--- config.mk ---
export PLATFORM = sky130hd
export DESIGN_NAME = adc_sweep_control
export DESIGN_NICKNAME = d
export VERILOG_FILES = /design/src/hw/adc_sweep_pkg.sv /design/src/hw/adc_sweep_control.sv /design/src/hw/result_mem.sv
export VERILOG_INCLUDE_DIRS = /design/src /design/src/hw
export SDC_FILE = /design/constraint.sdc
export NUM_CORES = 1
export LEC_CHECK = 0
export BUFFER_PORTS_ARGS = -buffer_cell sky130_fd_sc_hd__buf_2
export CAP_MARGIN = 20
export CELL_PAD_IN_SITES_DETAIL_PLACEMENT = 0
export CELL_PAD_IN_SITES_GLOBAL_PLACEMENT = 1
export CORE_MARGIN = 4
export CORE_UTILIZATION = 43
export DETAILED_ROUTE_END_ITERATION = 8
export GPL_ROUTABILITY_DRIVEN = 0
export PLACE_DENSITY_LB_ADDON = 0.1
export SLEW_MARGIN = 20
export SYNTH_ARGS = -nofsm -noshare
export SYNTH_HDL_FRONTEND = slang
export SYNTH_SLANG_ARGS = --single-unit
export TNS_END_PERCENT = 100
--- constraint.sdc ---
create_clock -name clk_i -period 2.8 [get_ports clk_i]
set_input_delay 0.28 -clock clk_i [delete_from_list [all_inputs] [get_ports clk_i]]
set_output_delay 0.28 -clock clk_i [all_outputs]
set_load 0.02 [all_outputs]
--- src/hw/adc_sweep_regs.svh ---
`ifndef ADC_SWEEP_REGS_SVH
`define ADC_SWEEP_REGS_SVH

// ****************************************************************
// register offsets on the plain port
// ****************************************************************
`define OFS_RESULT_BASE   4'h0   // result registers 0..7 at 0x0..0x7
`define OFS_CTRL_FIRST    4'h8   // converter_control_first
`define OFS_CTRL_SECOND   4'h9   // converter_control_second
`define OFS_CTRL_THIRD    4'hA   // converter_control_third

// ****************************************************************
// field positions (lsb)
// ****************************************************************
`define F1_CHAN_LSB       0      // 3-bit pin for one-shot / repeat
`define F1_MODE_LSB       3      // 2-bit conversion mode
`define F1_TRIG_LSB       5      // trigger_select_bit
`define F1_START_LSB      6      // conversion_start_bit
`define F2_SCAN_LSB       0      // 2-bit sweep_pin_count_field
`define F2_RES_LSB        3      // resolution select, 1 = 10 bit
`define F2_REF_LSB        5      // reference_connect_bit
`define F2_EXT_LSB        6      // 2-bit extended_input_select_field
`define F3_SMP_LSB        0      // sample_hold_enable_bit
`define F3_GRP_LSB        1      // 2-bit input_group_select_field

// ****************************************************************
// reset values
// ****************************************************************
`define RST_CTRL_FIRST    8'h00
`define RST_CTRL_SECOND   8'h00
`define RST_CTRL_THIRD    8'h00

// ****************************************************************
// timing: clock divider, then lengths in converter clock cycles
// ****************************************************************
`define ADC_CLK_DIV       2      // converter clock = clk / 2
`define CYC_SH_8BIT       28     // with sample-and-hold, 8 bit
`define CYC_SH_10BIT      33     // with sample-and-hold, 10 bit
`define CYC_NOSH_8BIT     49     // without sample-and-hold, 8 bit
`define CYC_NOSH_10BIT    59     // without sample-and-hold, 10 bit

`endif

--- src/hw/adc_sweep_pkg.sv ---
package adc_sweep_pkg;

  // ****************************************************************
  // engine states
  // ****************************************************************
  typedef enum logic [1:0] {
    ST_IDLE    = 2'b00,  // stopped
    ST_ARMED   = 2'b01,  // waiting for trigger falling edge
    ST_CONVERT = 2'b10   // a pin conversion is running
  } state_t;

  // conversion modes; 2'b10 is treated as sweep mode 1
  typedef enum logic [1:0] {
    MODE_ONESHOT = 2'b00,
    MODE_REPEAT  = 2'b01,
    MODE_SPARE   = 2'b10,
    MODE_SWEEP1  = 2'b11
  } mode_t;

  // what feeds the converter input
  typedef enum logic [1:0] {
    SRC_GROUP = 2'b00,   // selected pin of the input group
    SRC_EXT0  = 2'b01,   // extended_input_zero
    SRC_EXT1  = 2'b10    // extended_input_one
  } source_t;

endpackage

--- src/hw/adc_sweep_control.sv ---
// Summary of operation
// - sweep mode 1 interleaves priority pin conversions
// - pin count field selects priority pins 0..3
// - software trigger starts on start bit write
// - external trigger arms, starts on falling edge
// - sweep runs until start bit cleared; no interrupt
// - each pin result goes to own register
// - group select substitutes alternate eight-pin groups
// - resolution bit 1 gives 10-bit result
// - resolution bit 0 gives 8-bit result
// - sample-hold: 28 or 33 converter cycles
// - sample-hold in all modes, chosen before start
// - extended pins usable only in one-shot, repeat
// - extended results land in registers 0, 1
// - op-amp mode routes out, converts return pin
// - reference bit 0 disconnects the ladder
// - start refused without reference; no disconnect busy
`timescale 1ns/1ps
`default_nettype none
`include "adc_sweep_regs.svh"

module adc_sweep_control (
  input  wire logic        clk_i,
  input  wire logic        rst_b_i,
  input  wire logic [3:0]  addr_i,             // register offset
  input  wire logic [15:0] wdata_i,            // write data
  input  wire logic        wr_i,               // write strobe
  input  wire logic        rd_i,               // read strobe
  output logic      [15:0] rdata_o,            // read data, cycle after rd_i
  input  wire logic        ext_trigger_pin_i,  // external trigger level
  input  wire logic [9:0]  sample_data_i,      // code from the analog core
  output logic      [1:0]  input_group_o,      // 0 primary, 1 group a, 2 group b
  output logic      [2:0]  input_pin_o,        // pin within the group
  output logic      [1:0]  ext_source_o,       // converter input source
  output logic             opamp_route_o,      // drive pin out on extended zero
  output logic             ladder_connect_o,   // resistor ladder to reference
  output logic             sample_hold_o,      // sample-and-hold in use
  output logic             busy_o,             // a conversion is running
  output logic             result_take_o       // one-cycle pulse per result
);

  // ****************************************************************
  // register fields
  // ****************************************************************
  logic [2:0]             chan_reg,     chan_next;      // single pin
  adc_sweep_pkg::mode_t   mode_reg,     mode_next;      // conversion mode
  logic                   trig_reg,     trig_next;      // trigger select
  logic                   start_reg,    start_next;     // conversion start
  logic [1:0]             scan_reg,     scan_next;      // priority count - 1
  logic                   res_reg,      res_next;       // 1 = 10 bit
  logic                   ref_reg,      ref_next;       // reference connect
  logic [1:0]             ext_reg,      ext_next;       // extended select
  logic                   smp_reg,      smp_next;       // sample-and-hold
  logic [1:0]             grp_reg,      grp_next;       // input group

  // ****************************************************************
  // engine state
  // ****************************************************************
  adc_sweep_pkg::state_t  state_reg,    state_next;
  logic [7:0]             cnt_reg,      cnt_next;       // clocks left
  logic [2:0]             prio_reg,     prio_next;      // latest priority pin
  logic [2:0]             nonp_reg,     nonp_next;      // next other pin
  logic                   phase_reg,    phase_next;     // 1 = other pin now
  logic [2:0]             pin_reg,      pin_next;       // pin being converted
  logic [2:0]             dest_reg,     dest_next;      // result register
  adc_sweep_pkg::source_t src_reg,      src_next;       // converter source
  logic                   route_reg,    route_next;     // op-amp routing
  logic                   take_reg,     take_next;      // result pulse
  logic                   busy_reg,     busy_next;
  logic                   trig_q_reg;                   // last trigger level

  logic                   launch;       // begin first conversion
  logic                   advance;      // begin following conversion
  logic                   oneshot_end;  // one-shot finished
  logic                   mem_we;       // store a result
  logic [9:0]             mem_wdata;    // result code to store
  logic                   trig_fall;    // trigger high-to-low
  logic                   sweep;        // sweep mode 1 selected
  logic [2:0]             prio_cnt;     // number of priority pins
  logic [15:0]            ctrl_rdata;   // control register read value
  logic                   rd_ctrl;      // read at offsets 8..F, not a result word

  // clocks per pin conversion minus one; the converter clock is a
  // divided clk, so the count is scaled by the divider
  function automatic logic [7:0] conv_len(input logic res, input logic sample_hold_enable_bit);
    logic [7:0] cyc;
    cyc = 8'h00;
    if (sample_hold_enable_bit) begin
      cyc = res ? 8'(`CYC_SH_10BIT) : 8'(`CYC_SH_8BIT);
    end else begin
      cyc = res ? 8'(`CYC_NOSH_10BIT) : 8'(`CYC_NOSH_8BIT);
    end
    return 8'(cyc * 8'(`ADC_CLK_DIV) - 8'h01);
  endfunction

  assign sweep     = mode_reg[1];
  assign prio_cnt  = {1'b0, scan_reg} + 3'h1;
  assign trig_fall = trig_q_reg & ~ext_trigger_pin_i;

  // ****************************************************************
  // register file
  // ****************************************************************

  // software writes; hardware clears start at the end of one-shot
  always_comb begin
    chan_next  = chan_reg;
    mode_next  = mode_reg;
    trig_next  = trig_reg;
    scan_next  = scan_reg;
    res_next   = res_reg;
    ref_next   = ref_reg;
    ext_next   = ext_reg;
    smp_next   = smp_reg;
    grp_next   = grp_reg;
    start_next = start_reg & ~oneshot_end;
    if (wr_i && addr_i == `OFS_CTRL_FIRST) begin
      chan_next = wdata_i[`F1_CHAN_LSB +: 3];
      mode_next = adc_sweep_pkg::mode_t'(wdata_i[`F1_MODE_LSB +: 2]);
      trig_next = wdata_i[`F1_TRIG_LSB];
      start_next = wdata_i[`F1_START_LSB] & ref_reg;
    end
    if (wr_i && addr_i == `OFS_CTRL_SECOND) begin
      scan_next = wdata_i[`F2_SCAN_LSB +: 2];
      res_next  = wdata_i[`F2_RES_LSB];
      ext_next  = wdata_i[`F2_EXT_LSB +: 2];
      ref_next  = wdata_i[`F2_REF_LSB] | start_reg;
    end
    if (wr_i && addr_i == `OFS_CTRL_THIRD) begin
      smp_next = wdata_i[`F3_SMP_LSB];
      grp_next = wdata_i[`F3_GRP_LSB +: 2];
    end
  end

  // register update; reset values are all zero
  always_ff @(posedge clk_i) begin
    if (!rst_b_i) begin
      // each field takes its own slice of the reset word, so the enum
      // is loaded by a cast rather than through a concatenation
      chan_reg  <= 3'(`RST_CTRL_FIRST >> `F1_CHAN_LSB);
      mode_reg  <= adc_sweep_pkg::mode_t'(2'(`RST_CTRL_FIRST >> `F1_MODE_LSB));
      trig_reg  <= 1'(`RST_CTRL_FIRST >> `F1_TRIG_LSB);
      start_reg <= 1'(`RST_CTRL_FIRST >> `F1_START_LSB);
      scan_reg  <= 2'(`RST_CTRL_SECOND >> `F2_SCAN_LSB);
      res_reg   <= 1'(`RST_CTRL_SECOND >> `F2_RES_LSB);
      ref_reg   <= 1'(`RST_CTRL_SECOND >> `F2_REF_LSB);
      ext_reg   <= 2'(`RST_CTRL_SECOND >> `F2_EXT_LSB);
      smp_reg   <= 1'(`RST_CTRL_THIRD >> `F3_SMP_LSB);
      grp_reg   <= 2'(`RST_CTRL_THIRD >> `F3_GRP_LSB);
    end else begin
      chan_reg  <= chan_next;
      mode_reg  <= mode_next;
      trig_reg  <= trig_next;
      start_reg <= start_next;
      scan_reg  <= scan_next;
      res_reg   <= res_next;
      ref_reg   <= ref_next;
      ext_reg   <= ext_next;
      smp_reg   <= smp_next;
      grp_reg   <= grp_next;
    end
  end

  // read value of the control registers; unmapped reads give zero
  always_comb begin
    ctrl_rdata = 16'h0000;
    rd_ctrl    = 1'b1;
    unique case (addr_i)
      `OFS_CTRL_FIRST: begin
        ctrl_rdata[`F1_CHAN_LSB +: 3] = chan_reg;
        ctrl_rdata[`F1_MODE_LSB +: 2] = mode_reg;
        ctrl_rdata[`F1_TRIG_LSB]      = trig_reg;
        ctrl_rdata[`F1_START_LSB]     = start_reg;
      end
      `OFS_CTRL_SECOND: begin
        ctrl_rdata[`F2_SCAN_LSB +: 2] = scan_reg;
        ctrl_rdata[`F2_RES_LSB]       = res_reg;
        ctrl_rdata[`F2_REF_LSB]       = ref_reg;
        ctrl_rdata[`F2_EXT_LSB +: 2]  = ext_reg;
      end
      `OFS_CTRL_THIRD: begin
        ctrl_rdata[`F3_SMP_LSB]       = smp_reg;
        ctrl_rdata[`F3_GRP_LSB +: 2]  = grp_reg;
      end
      default: begin
        rd_ctrl = addr_i[3];  // offsets 0..7 are results
      end
    endcase
  end

  // ****************************************************************
  // conversion engine
  // ****************************************************************

  // sequencing of pins; aborts at once when start is cleared, so a
  // result in flight is dropped rather than half-stored
  always_comb begin
    state_next  = state_reg;
    cnt_next    = cnt_reg;
    prio_next   = prio_reg;
    nonp_next   = nonp_reg;
    phase_next  = phase_reg;
    pin_next    = pin_reg;
    dest_next   = dest_reg;
    src_next    = src_reg;
    route_next  = route_reg;
    take_next   = 1'b0;
    launch      = 1'b0;
    advance     = 1'b0;
    oneshot_end = 1'b0;
    mem_we      = 1'b0;
    mem_wdata   = res_reg ? sample_data_i : {2'b00, sample_data_i[9:2]};
    unique case (state_reg)
      adc_sweep_pkg::ST_IDLE: begin
        if (start_reg) begin
          if (trig_reg) begin
            state_next = adc_sweep_pkg::ST_ARMED;
          end else begin
            launch = 1'b1;
          end
        end
      end
      adc_sweep_pkg::ST_ARMED: begin
        if (!start_reg) begin
          state_next = adc_sweep_pkg::ST_IDLE;
        end else if (trig_fall) begin
          launch = 1'b1;
        end
      end
      adc_sweep_pkg::ST_CONVERT: begin
        if (!start_reg) begin
          state_next = adc_sweep_pkg::ST_IDLE;
        end else if (cnt_reg == 8'h00) begin
          mem_we    = 1'b1;
          take_next = 1'b1;
          if (mode_reg == adc_sweep_pkg::MODE_ONESHOT) begin
            oneshot_end = 1'b1;
            state_next  = adc_sweep_pkg::ST_IDLE;
          end else begin
            advance = 1'b1;
          end
        end else begin
          cnt_next = cnt_reg - 8'h01;
        end
      end
      default: begin
        state_next = adc_sweep_pkg::ST_IDLE;
      end
    endcase
    if (launch) begin
      // first priority pin, first pin above the priority set
      prio_next  = 3'h0;
      nonp_next  = prio_cnt;
      phase_next = 1'b0;
      state_next = adc_sweep_pkg::ST_CONVERT;
    end
    if (advance && phase_reg) begin
      phase_next = 1'b0;
      prio_next  = (prio_reg + 3'h1 == prio_cnt) ? 3'h0 : prio_reg + 3'h1;
      nonp_next  = (nonp_reg == 3'h7) ? prio_cnt : nonp_reg + 3'h1;
    end else if (advance) begin
      phase_next = 1'b1;
    end
    if (launch || advance) begin
      cnt_next   = conv_len(res_reg, smp_reg);
      src_next   = adc_sweep_pkg::SRC_GROUP;
      route_next = 1'b0;
      if (sweep) begin
        pin_next  = phase_next ? nonp_next : prio_next;
        dest_next = pin_next;
      end else begin
        pin_next  = chan_reg;
        dest_next = chan_reg;
        unique case (ext_reg)
          2'b01: begin
            src_next  = adc_sweep_pkg::SRC_EXT0;
            dest_next = 3'h0;
          end
          2'b10: begin
            src_next  = adc_sweep_pkg::SRC_EXT1;
            dest_next = 3'h1;
          end
          2'b11: begin
            src_next   = adc_sweep_pkg::SRC_EXT1;
            route_next = 1'b1;
          end
          2'b00: begin
            src_next = adc_sweep_pkg::SRC_GROUP;
          end
        endcase
      end
    end
    if (state_next != adc_sweep_pkg::ST_CONVERT) begin
      route_next = 1'b0;
    end
    busy_next = (state_next == adc_sweep_pkg::ST_CONVERT);
  end

  // engine registers
  always_ff @(posedge clk_i) begin
    if (!rst_b_i) begin
      state_reg  <= adc_sweep_pkg::ST_IDLE;
      cnt_reg    <= 8'h00;
      prio_reg   <= 3'h0;
      nonp_reg   <= 3'h1;
      phase_reg  <= 1'b0;
      pin_reg    <= 3'h0;
      dest_reg   <= 3'h0;
      src_reg    <= adc_sweep_pkg::SRC_GROUP;
      route_reg  <= 1'b0;
      take_reg   <= 1'b0;
      busy_reg   <= 1'b0;
      trig_q_reg <= 1'b1;
    end else begin
      state_reg  <= state_next;
      cnt_reg    <= cnt_next;
      prio_reg   <= prio_next;
      nonp_reg   <= nonp_next;
      phase_reg  <= phase_next;
      pin_reg    <= pin_next;
      dest_reg   <= dest_next;
      src_reg    <= src_next;
      route_reg  <= route_next;
      take_reg   <= take_next;
      busy_reg   <= busy_next;
      trig_q_reg <= ext_trigger_pin_i;
    end
  end

  // result storage and bus read data
  result_mem u_results (
    .clk_i         (clk_i),
    .we_i          (mem_we),
    .waddr_i       (dest_reg),
    .wdata_i       (mem_wdata),
    .raddr_i       (addr_i[2:0]),
    .bypass_i      (rd_ctrl),
    .bypass_data_i (ctrl_rdata),
    .rdata_o       (rdata_o)
  );

  // ****************************************************************
  // outputs, all from flops
  // ****************************************************************
  // group select drives the pin mux
  assign input_group_o    = grp_reg;
  assign input_pin_o      = pin_reg;
  assign ext_source_o     = src_reg;
  assign opamp_route_o    = route_reg;
  assign ladder_connect_o = ref_reg;
  assign sample_hold_o    = smp_reg;
  assign busy_o           = busy_reg;
  assign result_take_o    = take_reg;

  // ****************************************************************
  // checks
  // ****************************************************************
  a_start_needs_ref: assert property (
    @(posedge clk_i) disable iff (!rst_b_i) start_reg |-> ref_reg)
    else $error("start bit set without reference connected");
  a_ladder_idle: assert property (
    @(posedge clk_i) disable iff (!rst_b_i) !ladder_connect_o |-> !busy_o)
    else $error("converting with ladder disconnected");
  a_sw_trigger: assert property (
    @(posedge clk_i) disable iff (!rst_b_i)
    (state_reg == adc_sweep_pkg::ST_IDLE && start_reg && !trig_reg) |=> busy_o)
    else $error("software trigger did not start");
  a_armed_hold: assert property (
    @(posedge clk_i) disable iff (!rst_b_i)
    (state_reg == adc_sweep_pkg::ST_ARMED && start_reg && !trig_fall)
    |=> state_reg == adc_sweep_pkg::ST_ARMED)
    else $error("armed converter started without trigger edge");
  a_stop_clear: assert property (
    @(posedge clk_i) disable iff (!rst_b_i) !start_reg |=> !busy_o)
    else $error("conversion continued after start cleared");
  a_conv_len: assert property (
    @(posedge clk_i) disable iff (!rst_b_i)
    (advance && smp_reg && res_reg) |=> cnt_reg == 8'h41 && busy_o)
    else $error("10-bit sample-hold length wrong");
  a_prio_phase: assert property (
    @(posedge clk_i) disable iff (!rst_b_i)
    (busy_o && sweep && $stable(scan_reg)) |-> (phase_reg == (pin_reg >= prio_cnt)))
    else $error("priority interleave broken");
  a_res_8bit: assert property (
    @(posedge clk_i) disable iff (!rst_b_i) (mem_we && !res_reg) |-> mem_wdata[9:8] == 2'b00)
    else $error("8-bit result has high bits");
  a_ext_dest: assert property (
    @(posedge clk_i) disable iff (!rst_b_i)
    (busy_o && src_reg == adc_sweep_pkg::SRC_EXT0) |-> dest_reg == 3'h0)
    else $error("extended zero result misplaced");
  a_opamp_src: assert property (
    @(posedge clk_i) disable iff (!rst_b_i)
    opamp_route_o |-> (ext_source_o == 2'b10 && dest_reg == pin_reg))
    else $error("op-amp mode source wrong");

endmodule

`default_nettype wire

--- src/hw/result_mem.sv ---
`timescale 1ns/1ps
`default_nettype none

// ****************************************************************
// eight result words, read data from a register
// ****************************************************************
module result_mem (
  input  wire logic        clk_i,
  input  wire logic        we_i,        // store a result
  input  wire logic [2:0]  waddr_i,     // result register index
  input  wire logic [9:0]  wdata_i,     // result code
  input  wire logic [2:0]  raddr_i,     // read index
  input  wire logic        bypass_i,    // return bypass data instead
  input  wire logic [15:0] bypass_data_i,
  output logic      [15:0] rdata_o
);

  logic [9:0]  words [8];  // result storage, no reset needed
  logic [15:0] rdata_reg;  // registered read data

  // write port; a read in the same cycle sees the old word
  always_ff @(posedge clk_i) begin
    if (we_i) begin
      words[waddr_i] <= wdata_i;
    end
  end

  // read mux registered so the bus data come from a flop
  always_ff @(posedge clk_i) begin
    if (bypass_i) begin
      rdata_reg <= bypass_data_i;
    end else begin
      rdata_reg <= {6'h00, words[raddr_i]};
    end
  end

  assign rdata_o = rdata_reg;

endmodule

`default_nettype wire

==> impl_metrics.sql <==
INSERT INTO impl_metrics (metric_group, metric, value, unit) VALUES
('status', 'outcome', 'complete, no violations', ''),
('drt', 'detail_route.iter0.violations', '267', ''),
('synthesis', 'synthCells', '459', ''),
('synthesis', 'syn_avg_cell_area', '12.95', 'um2'),
('worst_setup_path', 'path_class', 'reg -> reg', ''),
('timing', 'max_freq', '0.4144', 'GHz'),
('global_route', 'number_of_global_route_vias_before_repair', '4005', ''),
('layout', 'multi_input_comb_area', '2267', 'um2'),
('clock_tree', 'cts_num_sinks', '135', ''),
('min_path', 'type_of_the_tightest_min_delay_check', 'in -> reg', ''),
('drt', 'drt_pre_antenna_iters', '4', ''),
('worst_setup_path', 'reg2reg_slack', '0.39', 'ns'),
('timing', 'worst_path_setup_slack_after_routing', '0.3869', 'ns'),
('floorplanning', 'floorplan.die_area', '15770', 'um2'),
('power_and_ir_drop', 'power.density_cell_area', '655.9', 'nW/um2'),
('synthesis', 'ys_top_cells_by_area', 'sky130_fd_sc_hd__edfxtp_1, sky130_fd_sc_hd__dfxtp_1, sky130_fd_sc_hd__mux4_2', ''),
('clock_tree', 'cts_made_buffers', '17', ''),
('worst_setup_path', 'crit_path_start_kind', 'register', ''),
('placement', 'portBuffers', '47', ''),
('clock_tree', 'worst_setup_hold_path_clk_slew', '0.06', 'ns'),
('global_route', 'globalRouteTotalUtil', '0.1891', ''),
('flow_run', 'max_cap_viol_count', '0', ''),
('layout', 'largest_register_ffs', '80', ''),
('worst_setup_path', 'arrival', '2.76', 'ns'),
('timing', 'hold_violations', '0', ''),
('worst_setup_path', 'regToRegEndpoint', 'prio_reg[2]', ''),
('timing', 'final.min_clock_period', '2.413', 'ns'),
('global_route', 'grt.overflow.total', '0', ''),
('worst_setup_path', 'cp_max_fo', '5', ''),
('synthesis', 'postSynth.asyncResetShare', '0', ''),
('floorplanning', 'std_cell_rows', '42', ''),
('synthesis', 'synth_ff_type', 'sky130_fd_sc_hd__edfxtp_1', ''),
('floorplanning', 'dieHeight', '125.6', 'um'),
('worst_setup_path', 'crit-reg2reg-launch', 'cnt_reg[0]', ''),
('clock_tree', 'cts_hold_buffers', '0', ''),
('clock_tree', 'post_cts.resized_instances', '0', ''),
('synthesis', 'synth_top_cell_area_share', '0.4042', ''),
('clock_tree', 'cts-root-to-sink-buffers', '2', ''),
('drt', 'via_per_inst', '5.522', ''),
('layout', 'fin_cells', '713', ''),
('power_and_ir_drop', 'p_leak', '2.723', 'nW'),
('layout', 'antennaDiodeCount', '0', ''),
('drt', 'via_count', '3937', ''),
('worst_setup_path', 'cpPeakStageDelay', '0.63', 'ns'),
('worst_setup_path', 'worstRegToRegCells', '6', ''),
('drt', 'wire_per_inst', '20.04', 'um'),
('layout', 'fillCellCount', '1170', ''),
('placement', 'detailed_place_hpwl', '9550', 'um'),
('worst_setup_path', 'critical_path.startpoint', 'cnt_reg[0]', ''),
('timing', 'grt_setup_unrepaired', 'no', ''),
('timing', 'final_number_of_setup_violating_endpoints', '0', ''),
('worst_setup_path', 'critical_path_required', '3.14', 'ns'),
('floorplanning', 'starting_density_of_the_core', '0.4435', ''),
('timing', 'skew', '0.01515', 'ns'),
('floorplanning', 'boundaryPins', '63', ''),
('layout', 'final_layout_size_suffix_gt1_frac', '0.2607', ''),
('synthesis', 'mappedNetlistArea', '5943', 'um2'),
('worst_setup_path', 'critPathSlowestCell', 'sky130_fd_sc_hd__or4_1', ''),
('drt', 'detail_route.drc_violations', '0', ''),
('timing', 'timing_worst_slew_pin_value', '0.5791', 'ns'),
('clock_tree', 'cts_post_setup_buffers_inserted', '0', ''),
('synthesis', 'synth_cell_types', '60', ''),
('worst_setup_path', 'timing.critical_path.to_type', 'register', ''),
('timing', 'final_max_slew_viol_count', '0', ''),
('floorplanning', 'die_width', '125.6', 'um'),
('placement', 'post-place-ws', '0.4424', 'ns'),
('clock_tree', 'cts_root_buffer', 'sky130_fd_sc_hd__clkbuf_16', ''),
('drt', 'wirelength', '14290', 'um'),
('clock_tree', 'clock_tree_from_tritoncts', 'built', ''),
('synthesis', 'synthesis.yosys.warnings', '0', ''),
('layout', 'nets', '571', '');
[where the power goes]
group / switching (mW) / leakage (nW) / internal, mW
Combinational: 0.116 / 1.24 / 0.0773
Clock: 0.860 / 0.304 / 1.49
Sequential: 0.00675 / 1.18 / 2.11
[critical path, delay by kind of cell (launching register included)]
family	cells	cell delay [ns]
AND/OR/NAND/NOR	3	1.59
flip-flops	1	0.34
AO/OA/AOI/OAI	1	0.13
adder cells (fa/ha/maj)	1	0.18
buffers and inverters	1	0.10
[logic make-up (layout without fill, tap and decap cells)]
family | after synthesis | count (layout) | synth area share
AOI/OAI and AO/OA | 71 | 71 | 0.08000
xor gates and xnor gates | 5 | 5 | 0.009685
adders and majority gates | 12 | 12 | 0.02526
buffers and inverters | 48 | 121 | 0.03537
DFF | 135 | 135 | 0.5895
muxes | 59 | 59 | 0.1434
other | 1 | 6 | 0.0006310
and+or+nand+nor | 128 | 128 | 0.1162
[metrics by stage]
step             util  cell area, um2  setup TNS (ns)  total power [mW]  hold WS [ns]
2_1_floorplan       -            5974         -0.1039             2.292        0.3530
3_3_place_gp   0.4828            6470               0             2.354        0.4444
3_5_place_dp   0.4828            6470               0             2.357        0.4466
4_1_cts        0.5298            7099               0             4.708       0.05131
5_1_grt        0.5298            7099               0             4.807       0.05886
6_report       0.5298            7099               0             4.657       0.06822
[cell usage after synthesis (8+ instances only)]
master,n
sky130_fd_sc_hd__nor3_1,14
sky130_fd_sc_hd__mux4_2,20
sky130_fd_sc_hd__inv_1,19
sky130_fd_sc_hd__nand2_1,14
sky130_fd_sc_hd__a31oi_1,9
sky130_fd_sc_hd__nor2_1,44
sky130_fd_sc_hd__o21ai_0,15
sky130_fd_sc_hd__o22ai_1,12
sky130_fd_sc_hd__mux2_2,9
sky130_fd_sc_hd__dfxtp_1,55
sky130_fd_sc_hd__mux2i_1,30
sky130_fd_sc_hd__ha_1,12
sky130_fd_sc_hd__clkbuf_1,13
sky130_fd_sc_hd__edfxtp_1,80
sky130_fd_sc_hd__nand3_1,8
[how the worst min path moves through the flow]
stage | start | to | slack, ns | cells after the start
floorplan | rst_b_i | trig_q_reg | 0.35 | 1
global placement | opamp_route_o | opamp_route_o | 0.44 | 2
detailed placement | opamp_route_o | opamp_route_o | 0.45 | 2
CTS | ext_trigger_pin_i | trig_q_reg | 0.05 | 2
global route | ext_trigger_pin_i | trig_q_reg | 0.06 | 2
finish | ext_trigger_pin_i | trig_q_reg | 0.07 | 2
[area by class of cell]
cell class	instances	area share
Clock buffer	20	0.06574
Sequential cell	135	0.4935
Inverter	19	0.01005
Timing Repair Buffer	70	0.05746
Tap cell	176	0.03102
Multi-Input combinational cell	281	0.3194
Clock inverter	12	0.02291
[cells in the final DEF (no fill, tap or decap), types with 5 or more instances in the layout]
cell type                   count
sky130_fd_sc_hd__mux2_2         9
sky130_fd_sc_hd__ha_1          12
sky130_fd_sc_hd__nand3_1        8
sky130_fd_sc_hd__nand2b_1       5
sky130_fd_sc_hd__inv_1         19
sky130_fd_sc_hd__o21ai_0       15
sky130_fd_sc_hd__buf_2         47
sky130_fd_sc_hd__mux2i_1       30
sky130_fd_sc_hd__edfxtp_1      80
sky130_fd_sc_hd__clkbuf_16     17
sky130_fd_sc_hd__inv_6          5
sky130_fd_sc_hd__nor3_1        14
sky130_fd_sc_hd__mux4_2        20
sky130_fd_sc_hd__nand3b_1       7
sky130_fd_sc_hd__conb_1         6
sky130_fd_sc_hd__a21oi_1        7
sky130_fd_sc_hd__o22ai_1       12
sky130_fd_sc_hd__nor2_1        44
sky130_fd_sc_hd__nor2b_1        7
sky130_fd_sc_hd__a31oi_1        9
sky130_fd_sc_hd__nand2_1       14
sky130_fd_sc_hd__dfxtp_1       55
sky130_fd_sc_hd__buf_4         23
[routing by layer]
layer,up-vias,share of wire,GRT usage,wire (um)
met4,0,0.026,0.07462,366
met2,98,0.51,0.3241,7288
li1,1863,-,-,-
met5,-,0,0,0
met1,1952,0.42,0.2293,6069
met3,24,0.039,0.04733,562
(Power assumes the default switching activity.)
